**src/dgsr_consts.vh**
```
// dgsr_consts.vh: offsets, field positions and reset values of the general and sequencer register bank
// assumes inclusion by dgsr_top.v only; definitions only
`ifndef DGSR_CONSTS_VH
`define DGSR_CONSTS_VH

// ****************************************
// io port addresses
// ****************************************
`define DGSR_ADDR_GOC_W       10'h3C2
`define DGSR_ADDR_STATUS0     10'h3C2
`define DGSR_ADDR_SEQ_INDEX   10'h3C4
`define DGSR_ADDR_SEQUENCER_DATA_PORT    10'h3C5
`define DGSR_ADDR_FEAT_R      10'h3CA
`define DGSR_ADDR_GOC_R       10'h3CC
`define DGSR_BASE_MONO        10'h3B0
`define DGSR_BASE_COLOUR      10'h3D0
`define DGSR_OFS_FEAT_STAT1   10'h00A

// ****************************************
// sequencer indices
// ****************************************
`define DGSR_SR_RESET         3'h0
`define DGSR_SR_CLOCKING      3'h1
`define DGSR_SR_PLANE_WE      3'h2
`define DGSR_SR_FONT          3'h3
`define DGSR_SR_MEMMODE       3'h4

// ****************************************
// field positions
// ****************************************
`define DGSR_GOC_IOBASE       0
`define DGSR_GOC_RAMEN        1
`define DGSR_GOC_CLK_LO       2
`define DGSR_GOC_CLK_HI       3
`define DGSR_GOC_PAGE         5
`define DGSR_GOC_HNEG         6
`define DGSR_GOC_VNEG         7
`define DGSR_FEAT_VGATE       3
`define DGSR_RST_ASYNC        0
`define DGSR_RST_SYNC         1
`define DGSR_CLK_8DOT         0
`define DGSR_CLK_LOAD2        2
`define DGSR_CLK_HALVE        3
`define DGSR_CLK_LOAD4        4
`define DGSR_CLK_BLANK        5
`define DGSR_MEM_EXT          1
`define DGSR_MEM_SEQ          2
`define DGSR_MEM_CHN4         3

// ****************************************
// writable masks and reset values
// ****************************************
`define DGSR_MASK_GOC         8'hEF
`define DGSR_MASK_FEAT        8'h08
`define DGSR_MASK_RSTCTL      8'h03
`define DGSR_MASK_CLKMODE     8'h3D
`define DGSR_MASK_PLANE       8'h0F
`define DGSR_MASK_FONT        8'h3F
`define DGSR_MASK_MEMMODE     8'h0E
`define DGSR_RESET_VALUE      8'h00
`define DGSR_STAT1_FIXED      8'h04

// ****************************************
// clock source codes and load rates
// ****************************************
`define DGSR_CLKSRC_25        2'h0
`define DGSR_CLKSRC_28        2'h1
`define DGSR_CLKSRC_RSVD      2'h2
`define DGSR_CLKSRC_EXT       2'h3
`define DGSR_LOAD_EVERY       2'h0
`define DGSR_LOAD_HALF        2'h1
`define DGSR_LOAD_QUARTER     2'h2

`endif

```
**src/dgsr_top.v**
```verilog
// dgsr_top.v: general control/status registers and indexed sequencer registers of a display controller
// assumes one clock CLK; video timing and attribute inputs come from logic on CLK; MON_SENSE is a pin
//
// Overview of operation
// - hardware reset clears the whole general output control register.
// - general output bit 0 picks the io base, 3Bx mono or 3Dx colour.
// - cpu video memory access is allowed only while the access enable bit is 1.
// - clock bits pick 25.175 MHz, 28.322 MHz, reserved, or the extended dot-clock field.
// - page select maps cpu accesses to the low or high 64K page.
// - bits 6 and 7 make horizontal and vertical sync negative when set.
// - vsync gating select outputs vsync ORed with vertical display enable.
// - input status 0 bit 7 reads 0 during vertical retrace, 1 otherwise.
// - status 1 bit 0 shows any retrace, bit 3 shows vertical retrace.
// - two status 1 test bits return two attribute colour outputs chosen by plane enable.
// - sequencer index is 3 bits selecting five registers; upper bits read zero.
// - writing 0 to either reset bit holds the system in reset; 1 releases.
// - bit 0 picks 9 or 8 dot characters; bit 3 halves the dot clock.
// - serializers load every, every other, or every fourth character clock.
// - the screen off bit turns the screen off when 1.
// - each plane write enable bit permits or suppresses cpu writes to its plane.
// - attribute bit 3 picks font B or font A code; code picks 8K region.
// - font select clears during system reset; without extended memory only codes 0, 4.
// - extended memory bit limits cpu access to 16/32K or allows 256K.
// - odd/even addressing sends even addresses to planes 0,2 and odd to 1,3.
// - chain-4 uses the two low cpu address bits to select one plane.
`include "dgsr_consts.vh"
`timescale 1ns/1ps
`default_nettype none

module dgsr_top
(
	input  wire       CLK,
	input  wire       RST_N,
	input  wire [9:0] IO_ADDR,
	input  wire       IO_WR,
	input  wire       IO_RD,
	input  wire [7:0] IO_WDATA,
	output reg  [7:0] IO_RDATA,
	output reg        IO_RVALID,
	input  wire       HSYNC_RAW,
	input  wire       VSYNC_RAW,
	input  wire       HRETRACE,
	input  wire       VRETRACE,
	input  wire       VDISP_EN,
	input  wire       MON_SENSE,
	input  wire [7:0] ATTR_COLOUR,
	input  wire [1:0] ATTR_FEEDBACK_SEL,
	input  wire       ATTR_BIT3,
	input  wire       CPU_WRITE,
	input  wire       CPU_ODD,
	input  wire [1:0] CPU_ADDR_LOW,
	output reg        IO_BASE_COLOUR,
	output reg        CPU_VRAM_ENABLE,
	output reg  [1:0] VCLK_SOURCE,
	output reg        VCLK_USE_EXTENDED,
	output reg        PAGE_HIGH,
	output reg        HSYNC_OUT,
	output reg        VSYNC_OUT,
	output reg        SEQ_RESET,
	output reg        CHAR_8DOT,
	output reg        DOT_CLK_HALF,
	output reg  [1:0] SERIAL_LOAD_RATE,
	output reg        SCREEN_OFF,
	output reg  [2:0] FONT_REGION,
	output reg        CPU_MEM_FULL,
	output reg  [3:0] PLANE_WRITE_MASK
);

	// ****************************************
	// state
	// ****************************************
	reg  [7:0] general_output;
	reg  [7:0] feature_ctrl;
	reg  [2:0] sequencer_index;
	reg  [7:0] seq_reset_ctrl;
	reg  [7:0] clocking_mode;
	reg  [7:0] plane_write_enable;
	reg  [7:0] font_select;
	reg  [7:0] mem_mode;
	reg        mon_meta;
	reg        mon_sync;
	reg  [7:0] next_rdata;
	reg        next_hit;
	reg  [3:0] next_plane_mask;

	wire [9:0] io_base;
	wire       hit_goc_w;
	wire       hit_index;
	wire       hit_data;
	wire       hit_feat_r;
	wire       hit_goc_r;
	wire       hit_feat_stat1;
	wire       vsync_sel;
	wire [7:0] status_zero;
	wire [7:0] status_one;
	wire [1:0] feedback_bits;
	wire [2:0] font_pick;
	wire [2:0] next_font_code;

	// ****************************************
	// helpers
	// ****************************************
	// font code bits {hi, mid, lo} to 8K region order
	function [2:0] font_region_of;
		input [2:0] code;
		begin
			font_region_of = {code[1:0], code[2]};
		end
	endfunction

	// one-hot plane from two bits
	function [3:0] plane_onehot;
		input [1:0] sel;
		begin
			plane_onehot = 4'h1 << sel;
		end
	endfunction

	// ****************************************
	// address decode
	// ****************************************
	assign io_base = general_output[`DGSR_GOC_IOBASE] ? `DGSR_BASE_COLOUR : `DGSR_BASE_MONO;

	assign hit_goc_w      = (IO_ADDR == `DGSR_ADDR_GOC_W);
	assign hit_index      = (IO_ADDR == `DGSR_ADDR_SEQ_INDEX);
	assign hit_data       = (IO_ADDR == `DGSR_ADDR_SEQUENCER_DATA_PORT);
	assign hit_feat_r     = (IO_ADDR == `DGSR_ADDR_FEAT_R);
	assign hit_goc_r      = (IO_ADDR == `DGSR_ADDR_GOC_R);
	assign hit_feat_stat1 = (IO_ADDR == (io_base + `DGSR_OFS_FEAT_STAT1));

	// ****************************************
	// pin synchroniser
	// ****************************************
	always @(posedge CLK or negedge RST_N)
	begin
		if (!RST_N)
		begin
			mon_meta <= 1'b0;
			mon_sync <= 1'b0;
		end
		else
		begin
			mon_meta <= MON_SENSE;
			mon_sync <= mon_meta;
		end
	end

	// ****************************************
	// register writes
	// ****************************************
	always @(posedge CLK or negedge RST_N)
	begin
		if (!RST_N)
		begin
			general_output     <= `DGSR_RESET_VALUE;
			feature_ctrl       <= `DGSR_RESET_VALUE;
			sequencer_index    <= 3'h0;
			seq_reset_ctrl     <= `DGSR_RESET_VALUE;
			clocking_mode      <= `DGSR_RESET_VALUE;
			plane_write_enable <= `DGSR_RESET_VALUE;
			font_select        <= `DGSR_RESET_VALUE;
			mem_mode           <= `DGSR_RESET_VALUE;
		end
		else
		begin
			if (IO_WR && hit_goc_w)
			begin
				general_output <= IO_WDATA & `DGSR_MASK_GOC;
			end
			if (IO_WR && hit_feat_stat1)
			begin
				feature_ctrl <= IO_WDATA & `DGSR_MASK_FEAT;
			end
			if (IO_WR && hit_index)
			begin
				sequencer_index <= IO_WDATA[2:0];
			end
			// data port goes to the register the index selects
			if (IO_WR && hit_data)
			begin
				case (sequencer_index)
					`DGSR_SR_RESET:
					begin
						seq_reset_ctrl <= IO_WDATA & `DGSR_MASK_RSTCTL;
					end
					`DGSR_SR_CLOCKING:
					begin
						clocking_mode <= IO_WDATA & `DGSR_MASK_CLKMODE;
					end
					`DGSR_SR_PLANE_WE:
					begin
						plane_write_enable <= IO_WDATA & `DGSR_MASK_PLANE;
					end
					`DGSR_SR_FONT:
					begin
						font_select <= IO_WDATA & `DGSR_MASK_FONT;
					end
					`DGSR_SR_MEMMODE:
					begin
						mem_mode <= IO_WDATA & `DGSR_MASK_MEMMODE;
					end
					default:
					begin
						mem_mode <= mem_mode;
					end
				endcase
			end
			// font select also clears while the system is held in reset
			if (!seq_reset_ctrl[`DGSR_RST_ASYNC] || !seq_reset_ctrl[`DGSR_RST_SYNC])
			begin
				font_select <= `DGSR_RESET_VALUE;
			end
		end
	end

	// ****************************************
	// status and read mux
	// ****************************************
	assign status_zero = {~VRETRACE, 2'b00, mon_sync, 4'h0};

	assign feedback_bits = (ATTR_FEEDBACK_SEL == 2'h0) ? {ATTR_COLOUR[2], ATTR_COLOUR[0]}
		: (ATTR_FEEDBACK_SEL == 2'h1) ? {ATTR_COLOUR[5], ATTR_COLOUR[4]}
		: (ATTR_FEEDBACK_SEL == 2'h2) ? {ATTR_COLOUR[3], ATTR_COLOUR[1]}
		: {ATTR_COLOUR[7], ATTR_COLOUR[6]};

	// light pen flag not implemented, reads 0
	assign status_one = `DGSR_STAT1_FIXED
		| {2'b00, feedback_bits, VRETRACE, 2'b00, (HRETRACE | VRETRACE)};

	always @*
	begin
		next_rdata = 8'h00;
		next_hit   = 1'b1;
		if (hit_goc_w)
		begin
			next_rdata = status_zero;
		end
		else if (hit_index)
		begin
			next_rdata = {5'h00, sequencer_index};
		end
		else if (hit_data)
		begin
			case (sequencer_index)
				`DGSR_SR_RESET:
				begin
					next_rdata = seq_reset_ctrl;
				end
				`DGSR_SR_CLOCKING:
				begin
					next_rdata = clocking_mode;
				end
				`DGSR_SR_PLANE_WE:
				begin
					next_rdata = plane_write_enable;
				end
				`DGSR_SR_FONT:
				begin
					next_rdata = font_select;
				end
				`DGSR_SR_MEMMODE:
				begin
					next_rdata = mem_mode;
				end
				default:
				begin
					next_rdata = 8'h00;
				end
			endcase
		end
		else if (hit_feat_r)
		begin
			next_rdata = feature_ctrl;
		end
		else if (hit_goc_r)
		begin
			next_rdata = general_output;
		end
		else if (hit_feat_stat1)
		begin
			next_rdata = status_one;
		end
		else
		begin
			next_hit = 1'b0;
		end
	end

	always @(posedge CLK or negedge RST_N)
	begin
		if (!RST_N)
		begin
			IO_RDATA  <= 8'h00;
			IO_RVALID <= 1'b0;
		end
		else
		begin
			IO_RDATA  <= IO_RD ? next_rdata : 8'h00;
			IO_RVALID <= IO_RD & next_hit;
		end
	end

	// ****************************************
	// cpu plane steering and font choice
	// ****************************************
	always @*
	begin
		next_plane_mask = 4'h0;
		if (mem_mode[`DGSR_MEM_CHN4])
		begin
			next_plane_mask = plane_onehot(CPU_ADDR_LOW);
		end
		else if (!mem_mode[`DGSR_MEM_SEQ])
		begin
			next_plane_mask = CPU_ODD ? 4'hA : 4'h5;
		end
		else
		begin
			next_plane_mask = 4'hF;
		end
		next_plane_mask = next_plane_mask & plane_write_enable[3:0];
		if (!CPU_WRITE || !general_output[`DGSR_GOC_RAMEN])
		begin
			next_plane_mask = 4'h0;
		end
	end

	assign font_pick      = ATTR_BIT3 ? {font_select[4], font_select[1:0]}
		: {font_select[5], font_select[3:2]};
	assign next_font_code = mem_mode[`DGSR_MEM_EXT] ? font_pick : {font_pick[2], 2'b00};

	// ****************************************
	// control outputs
	// ****************************************
	assign vsync_sel = feature_ctrl[`DGSR_FEAT_VGATE] ? (VSYNC_RAW | VDISP_EN) : VSYNC_RAW;

	always @(posedge CLK or negedge RST_N)
	begin
		if (!RST_N)
		begin
			IO_BASE_COLOUR    <= 1'b0;
			CPU_VRAM_ENABLE   <= 1'b0;
			VCLK_SOURCE       <= `DGSR_CLKSRC_25;
			VCLK_USE_EXTENDED <= 1'b0;
			PAGE_HIGH         <= 1'b0;
			HSYNC_OUT         <= 1'b0;
			VSYNC_OUT         <= 1'b0;
			SEQ_RESET         <= 1'b1;
			CHAR_8DOT         <= 1'b0;
			DOT_CLK_HALF      <= 1'b0;
			SERIAL_LOAD_RATE  <= `DGSR_LOAD_EVERY;
			SCREEN_OFF        <= 1'b0;
			FONT_REGION       <= 3'h0;
			CPU_MEM_FULL      <= 1'b0;
			PLANE_WRITE_MASK  <= 4'h0;
		end
		else
		begin
			IO_BASE_COLOUR    <= general_output[`DGSR_GOC_IOBASE];
			CPU_VRAM_ENABLE   <= general_output[`DGSR_GOC_RAMEN];
			VCLK_SOURCE       <= general_output[`DGSR_GOC_CLK_HI:`DGSR_GOC_CLK_LO];
			VCLK_USE_EXTENDED <= (general_output[`DGSR_GOC_CLK_HI:`DGSR_GOC_CLK_LO] == `DGSR_CLKSRC_EXT);
			PAGE_HIGH         <= general_output[`DGSR_GOC_PAGE];
			HSYNC_OUT         <= HSYNC_RAW ^ general_output[`DGSR_GOC_HNEG];
			VSYNC_OUT         <= vsync_sel ^ general_output[`DGSR_GOC_VNEG];
			SEQ_RESET         <= ~(seq_reset_ctrl[`DGSR_RST_ASYNC] & seq_reset_ctrl[`DGSR_RST_SYNC]);
			CHAR_8DOT         <= clocking_mode[`DGSR_CLK_8DOT];
			DOT_CLK_HALF      <= clocking_mode[`DGSR_CLK_HALVE];
			SERIAL_LOAD_RATE  <= clocking_mode[`DGSR_CLK_LOAD4] ? `DGSR_LOAD_QUARTER
				: (clocking_mode[`DGSR_CLK_LOAD2] ? `DGSR_LOAD_HALF : `DGSR_LOAD_EVERY);
			SCREEN_OFF        <= clocking_mode[`DGSR_CLK_BLANK];
			FONT_REGION       <= font_region_of(next_font_code);
			CPU_MEM_FULL      <= mem_mode[`DGSR_MEM_EXT];
			PLANE_WRITE_MASK  <= next_plane_mask;
		end
	end

endmodule

`default_nettype wire

```
**config.mk**
```make
export PLATFORM = sky130hd
export DESIGN_NAME = dgsr_top
export DESIGN_NICKNAME = d
export VERILOG_FILES = /design/src/dgsr_top.v
export VERILOG_INCLUDE_DIRS = /design/src
export SDC_FILE = /design/constraint.sdc
export NUM_CORES = 1
export LEC_CHECK = 0
export BUFFER_PORTS_ARGS = -buffer_cell sky130_fd_sc_hd__buf_4
export CAP_MARGIN = 0
export CORE_MARGIN = 10
export CORE_UTILIZATION = 55
export CTS_BUF_LIST = sky130_fd_sc_hd__clkbuf_8
export CTS_CLUSTER_DIAMETER = 100
export DETAILED_ROUTE_END_ITERATION = 10
export GPL_ROUTABILITY_DRIVEN = 0
export PLACE_DENSITY = 0.87
export SYNTH_ARGS = -nofsm -noshare
export SYNTH_HDL_FRONTEND = slang
export SYNTH_SLANG_ARGS = --single-unit
```
**constraint.sdc**
```tcl
create_clock -name CLK -period 1.9 [get_ports CLK]
set_input_delay 0.095 -clock CLK [delete_from_list [all_inputs] [get_ports CLK]]
set_output_delay 0.095 -clock CLK [all_outputs]
set_load 0.05 [all_outputs]
```
---- Word-level counts from Yosys, hierarchy flattened ----
Index checks and enable logic that the tools add are counted.
word-level totals
  bits in registers ....................... 66
  input bits .............................. 43
  output and inout port bits .............. 31
  logic and storage cells ................. 100
operators by class
  add/sub/neg operators ................... 1
  equality and inequality tests ........... 13
  shifts and indexed selects .............. 1
  multiplexer cells ....................... 30
  bitwise gates (word level) .............. 9
  reduce and logical (&&, ||, !) cells .... 19
operators by type and width
  cell                                                                    number
  8-bit two-way mux                                                       9
  10-bit equality test (second input constant)                            5
  8-bit one-hot mux with 5 select lines                                   1
  4-bit two-way mux                                                       4
  10-bit equality test                                                    1
  2-bit two-way mux                                                       5
  2-bit AND reduction                                                     5
  8-bit by 5-bit adder with 9-bit output (second input constant)          1
  1-bit two-way mux                                                       8
  7-bit two-way mux                                                       1
  3-bit by 2-bit equality test with 1-bit output (second input constant)  2
  6-bit two-way mux                                                       1
  4-bit AND                                                               1
  2-bit equality test (second input constant)                             2
  1-bit logical AND                                                       4
  1-bit logical NOT                                                       4
  2-bit nonzero test                                                      2
  1-bit by 2-bit left shift with 4-bit output (first input constant)      1
  3-bit by 1-bit equality test with 1-bit output (second input constant)  1
  3-bit equality test (second input constant)                             1
  3-bit logical NOT                                                       1
  3-bit two-way mux                                                       1
  1-bit AND                                                               2
  2-bit by 1-bit equality test with 1-bit output (second input constant)  1
  other kinds (5)                                                         9

---- Depth between registers and ports, before layout ----
  depth after elaboration ................. 11
  depth in mapped cells ................... 7
  depth with buffers taken out ............ 5

---- Worst setup path after synthesis ----
OpenSTA, ideal clock, no wires.
  path kind ............................... register -> register
  from .................................... reg general_output[0]
  to ...................................... reg feature_ctrl[3]
  setup time .............................. 125 ps
  data arrival time ....................... 1627 ps
  required time ........................... 1775 ps
  setup slack ............................. 148 ps
  cell stages (with the launch flop) ...... 5
  path buffers ............................ 0
  clock period less this slack ............ 1752 ps
  path through ............................ dfrtp_1 or3b_4 a2111oi_4 nand2_2 mux2_4
between the ends
  word-level cells in the longest chain between the ends .. 4
RTL lines
  what                                              line            text
  from (decl)                                       dgsr_top.v:72   reg [7:0] general_output;
  from (signal assigned)                            dgsr_top.v:155  general_output <= `DGSR_RESET_VALUE;
  from (signal assigned)                            dgsr_top.v:168  general_output <= IO_WDATA & `DGSR_MASK_GOC;
  7-bit two-way mux (no line)                       n/a
  8-bit by 5-bit adder with 9-bit output (no line)  n/a
  10-bit equality test                              dgsr_top.v:129  assign hit_feat_stat1 = (IO_ADDR == (io_base + `DGSR_OFS_FEAT_STAT1));
  1-bit logical AND                                 dgsr_top.v:170  if (IO_WR && hit_feat_stat1)
  to (signal assigned)                              dgsr_top.v:156  feature_ctrl <= `DGSR_RESET_VALUE;
  to (signal assigned)                              dgsr_top.v:172  feature_ctrl <= IO_WDATA & `DGSR_MASK_FEAT;
  to (decl)                                         dgsr_top.v:73   reg [7:0] feature_ctrl;
Every way passes these cells.
A chain may end at the register's enable or synchronous reset.

---- Worst setup path in the final report ----
  from .................................... reg general_output[0]
  to ...................................... reg IO_RDATA[4]
between the ends
  word-level cells in the longest chain between the ends .. 10
RTL lines
  what                                              line            text
  7-bit two-way mux (no line)                       n/a
  8-bit by 5-bit adder with 9-bit output (no line)  n/a
  10-bit equality test                              dgsr_top.v:129
  6-bit two-way mux                                 dgsr_top.v:279  else if (hit_feat_stat1)
  8-bit two-way mux                                 dgsr_top.v:275  else if (hit_goc_r)
  8-bit two-way mux                                 dgsr_top.v:271  else if (hit_feat_r)
  8-bit two-way mux                                 dgsr_top.v:242  else if (hit_data)
  8-bit two-way mux                                 dgsr_top.v:238  else if (hit_index)
  8-bit two-way mux                                 dgsr_top.v:234  if (hit_goc_w)
  8-bit two-way mux                                 dgsr_top.v:298  IO_RDATA <= IO_RD ? next_rdata : 8'h00;
  to (signal assigned)                              dgsr_top.v:298
  to (decl)                                         dgsr_top.v:38   output reg [7:0] IO_RDATA,
Every way passes these cells.

==> PnR_summary.wiki <==
{| class="wikitable"
! Metric !! Value
|-
| Via count || 2272
|-
| Final net count || 377
|-
| GR Overflow Total || 0
|-
| Share of synthesized flip-flops with an asynchronous set or reset || 100%
|-
| Sequential share of the synthesized area || 55.6%
|-
| Max IR drop VDD || 0.504 mV
|-
| Number of warning messages in the yosys log || 0
|-
| Num ports || 74
|-
| Worst min-delay path category || input pin to register
|-
| Number of synthesized flops with an enable pin || 0
|-
| Insertion delay to the later sink of the worst-skew pair || 0.34 ns
|-
| Hold_sp || VSYNC_RAW
|-
| Startpoint kind of the worst setup timing path || register
|-
| Tmin final || 1.77 ns
|-
| Die area || 0.00854 mm^2
|-
| Port Buf Inserts || 73
|-
| Register-to-register setup slack || 0.13 ns
|-
| Remaining design rule violation count || 0
|-
| Wire length of the first global-routing pass || 11800 um
|-
| Summed negative setup slack over all endpoints || 0 ns
|-
| Max Root-Sink Buffers || 2
|-
| Max-capacitance violation count || 0
|-
| Standard cell with the maximum stage delay on the critical path || sky130_fd_sc_hd__a2111oi_4
|-
| Logic gate share of total power || 7.7%
|-
| Hold-critical path depth || 3
|-
| Hold violation count in the final report || 0
|-
| Clock share of power || 44.1%
|-
| ANT nets after route || 0
|-
| Hold EP || VSYNC_OUT
|-
| Average instance area after synthesis || 12.1 um^2
|-
| Maximum clock skew at final layout || 0.00453 ns
|-
| Clk slew on worst S/H paths || 0.06 ns
|-
| Result of the run || complete, no violations
|-
| # setup viols final || 0
|-
| Number of distinct library cells after synthesis || 45
|-
| Router iterations before antenna repair || 4
|-
| Remaining max-slew budget at the tightest pin || 49.0%
|-
| Horizontal extent of the die || 92.4 um
|-
| Data required time at the worst endpoint || 2.15 ns
|-
| Top cell family by delay on the critical path || compound AO/OA/AOI/OAI gates
|-
| Placed Instances || 386
|-
| Root Buffer || sky130_fd_sc_hd__clkbuf_8
|-
| Cell-by-cell listing of the critical path || or3b_4, a2111oi_4, buf_4, a21oi_1, o31ai_1
|-
| Area growth syn-to-layout || 33.7%
|-
| Worst R2R Path Depth || 5
|-
| Number of clock sinks seen by CTS || 64
|-
| Power dissipated by switching net loads || 626 uW
|-
| Detailed placement HPWL || 5250 um
|-
| Total routed wirelength || 7230 um
|-
| Worst R2R Start || general_output[0]
|-
| TritonCTS buffer count || 9
|-
| Design Power || 2860 uW
|-
| WL per Instance || 17.7 um
|-
| Post-Syn Nets || 282
|-
| Initial antenna violation count || 0
|-
| Starting utilization of the core area || 56.4%
|-
| Overall Global Routing Usage || 17.6%
|-
| Switching Share || 21.9%
|-
| Number of slew-limit violations in the final report || 0
|-
| # resized after CTS || 0
|-
| Arrival time at the worst endpoint || 2.02 ns
|-
| Post-CTS Repair Setup Buffers || 0
|-
| Commonest cells after routing, fill and taps aside || 83 x sky130_fd_sc_hd__buf_4, 63 x sky130_fd_sc_hd__dfrtp_1, 29 x sky130_fd_sc_hd__mux2_2, 15 x sky130_fd_sc_hd__o21ai_0
|-
| Vias in the first global route || 2342
|-
| Standard-cell row count || 26
|-
| Highest achievable clock rate || 0.564 GHz
|-
| Die height || 92.4 um
|-
| Crit Path Category || register to register
|-
| Final critical-path share of the clock period || 93.3%
|-
| Post-Syn Instances || 239
|-
| Place WS || 0.0977 ns
|-
| Antenna diodes || 0
|-
| Clock tree from TritonCTS || done
|-
| Routed vias/inst || 5.56
|-
| Maximum cell stage delay along the critical path || 0.44 ns
|-
| Maximum fanout count along the critical path || 4
|-
| Setup repair after global routing missed its margin || false
|-
| Area taken by multi-input logic gates || 0.00124 mm^2
|-
| Fin Hold WS || 0.0173 ns
|-
| # H-tree levels || 3
|-
| Sequential cell area in the final layout || 0.00160 mm^2
|-
| Ratio of total power to cell area || 743 mW/mm^2
|-
| Fill count || 342
|-
| Most frequent standard cell in the layout excluding fill and tap cells || sky130_fd_sc_hd__buf_4
|-
| Largest net degree at the start of global routing || 65
|-
| Design internal power || 2240 uW
|-
| Leakage || 0.00187 uW
|-
| Buffer and inverter count on the worst path || 1
|-
| Reg2Reg Capture Point || IO_RDATA[4]
|-
| Fin cells || 409
|-
| Fraction of power consumed by sequential logic || 48.2%
|-
| Starting DRT DRC Count || 153
|-
| Number of flip-flops and latches in the synthesized netlist || 64
|-
| Measured slew at the worst slew-check pin || 0.766 ns
|-
| Proportion of layout cells with a drive suffix above 1 || 41.3%
|-
| Final worst slack || 0.127 ns
|-
| Core Box Area || 0.00511 mm^2
|-
| Predominant post-synthesis flop cell || sky130_fd_sc_hd__dfrtp_1
|-
| Post-synthesis instance area || 0.00288 mm^2
|-
| Type of destination of the critical path || register
|}
[sequential cells by signal (all words and copies together) (netlist names), 2 cells and up]
name and cells:
mem_mode 3, seq_reset_ctrl 2, SERIAL_LOAD_RATE 2, sequencer_index 3
font_select 6, general_output 7, VCLK_SOURCE 2, plane_write_enable 4
IO_RDATA 8, PLANE_WRITE_MASK 4, FONT_REGION 3, clocking_mode 5
[how the worst max path moves through the flow]
| stage | start | to | slack, ns | cells after the start |
|---|---|---|---|---|
| final | general_output[0] | IO_RDATA[4] | 0.13 | 5 |
| after global routing | general_output[0] | IO_RDATA[4] | 0.02 | 5 |
| after CTS | general_output[0] | IO_RDATA[4] | 0.08 | 5 |
| after detailed placement | general_output[0] | IO_RDATA[4] | 0.1 | 5 |
| after global placement | general_output[0] | IO_RDATA[4] | 0.15 | 5 |
| after floorplan | general_output[0] | feature_ctrl[3] | 0.15 | 4 |
[layout make-up]
| type | instances | share of cell area, % |
|---|---|---|
| Clock inverter | 6 | 1.98 |
| Timing Repair Buffer | 90 | 18.0 |
| Multi-Input combinational cell | 164 | 32.1 |
| Sequential cell | 64 | 41.6 |
| Tap cell | 70 | 2.27 |
| Clock buffer | 10 | 3.57 |
| Inverter | 5 | 0.487 |
[kinds of logic (layout without fill, tap and decap cells)]
group	count (synthesis)	in the layout	synth area share, %
and+or+nand+nor	76	76	15.8
DFF	64	64	55.6
AOI/OAI and AO/OA	49	49	11.0
muxes	37	37	15.6
buffers and inverters	11	111	1.48
xor gates and xnor gates	2	2	0.608
[worst reg2reg max path, stage by stage, from the launching register on]
cell,delay [ns]
sky130_fd_sc_hd__dfrtp_1,0.37
sky130_fd_sc_hd__or3b_4,0.39
sky130_fd_sc_hd__a2111oi_4,0.44
sky130_fd_sc_hd__buf_4,0.20
sky130_fd_sc_hd__a21oi_1,0.06
sky130_fd_sc_hd__o31ai_1,0.22
[power groups by stage]
stage | Sequential [uW] | Clock (uW) | Combinational (uW)
3_5_place_dp | 1400 | 0 | 208
4_1_cts | 1380 | 1280 | 220
2_1_floorplan | 1420 | 0 | 63.0
5_1_grt | 1380 | 1340 | 242
3_3_place_gp | 1400 | 0 | 205
6_report | 1380 | 1260 | 221
[Yosys cell counts (all sizes together), types with 3 or more instances]
| cell type | instances | area (um^2) |
|---|---|---|
| mux2 | 30 | 342 |
| dfrtp | 63 | 1580 |
| o21ai | 15 | 75.1 |
| nor3 | 8 | 56.3 |
| a21oi | 14 | 70.1 |
| nand2b | 4 | 25.0 |
| and3 | 7 | 43.8 |
| mux2i | 4 | 40.0 |
| clkbuf | 4 | 15.0 |
| nand3 | 6 | 30.0 |
| mux4 | 3 | 67.6 |
| o21a | 3 | 22.5 |
| nor2b | 9 | 56.3 |
| nand4 | 3 | 18.8 |
| nor2 | 13 | 48.8 |
| inv | 5 | 18.8 |
| a31oi | 4 | 25.0 |
| nand2 | 15 | 58.8 |
[what timing repair did]
| item | 4_1_cts | 5_1_grt |
|---|---|---|
| endpoints found under the hold margin | 68 | 1 |
| hold buffers | 6 | 1 |
| endpoints found under the setup margin | 0 | 1 |
[through the flow]
| stage | instance area (um^2) | utilization (%) |
|---|---|---|
| 2_1_floorplan | 2880 | - |
| 3_3_place_gp | 3570 | 69.9 |
| 3_5_place_dp | 3570 | 69.9 |
| 4_1_cts | 3840 | 75.3 |
| 5_1_grt | 3850 | 75.5 |
| 6_report | 3850 | 75.5 |
[routing by layer]
metal	track usage (%)	vias up	share of wire, %
li1	-	1063	-
met1	21.9	1102	44
met2	26.9	92	47
met3	5.73	15	7.0
met4	8.61	0	1.5
met5	0	-	0
Power figures use the tool's default switching activity.
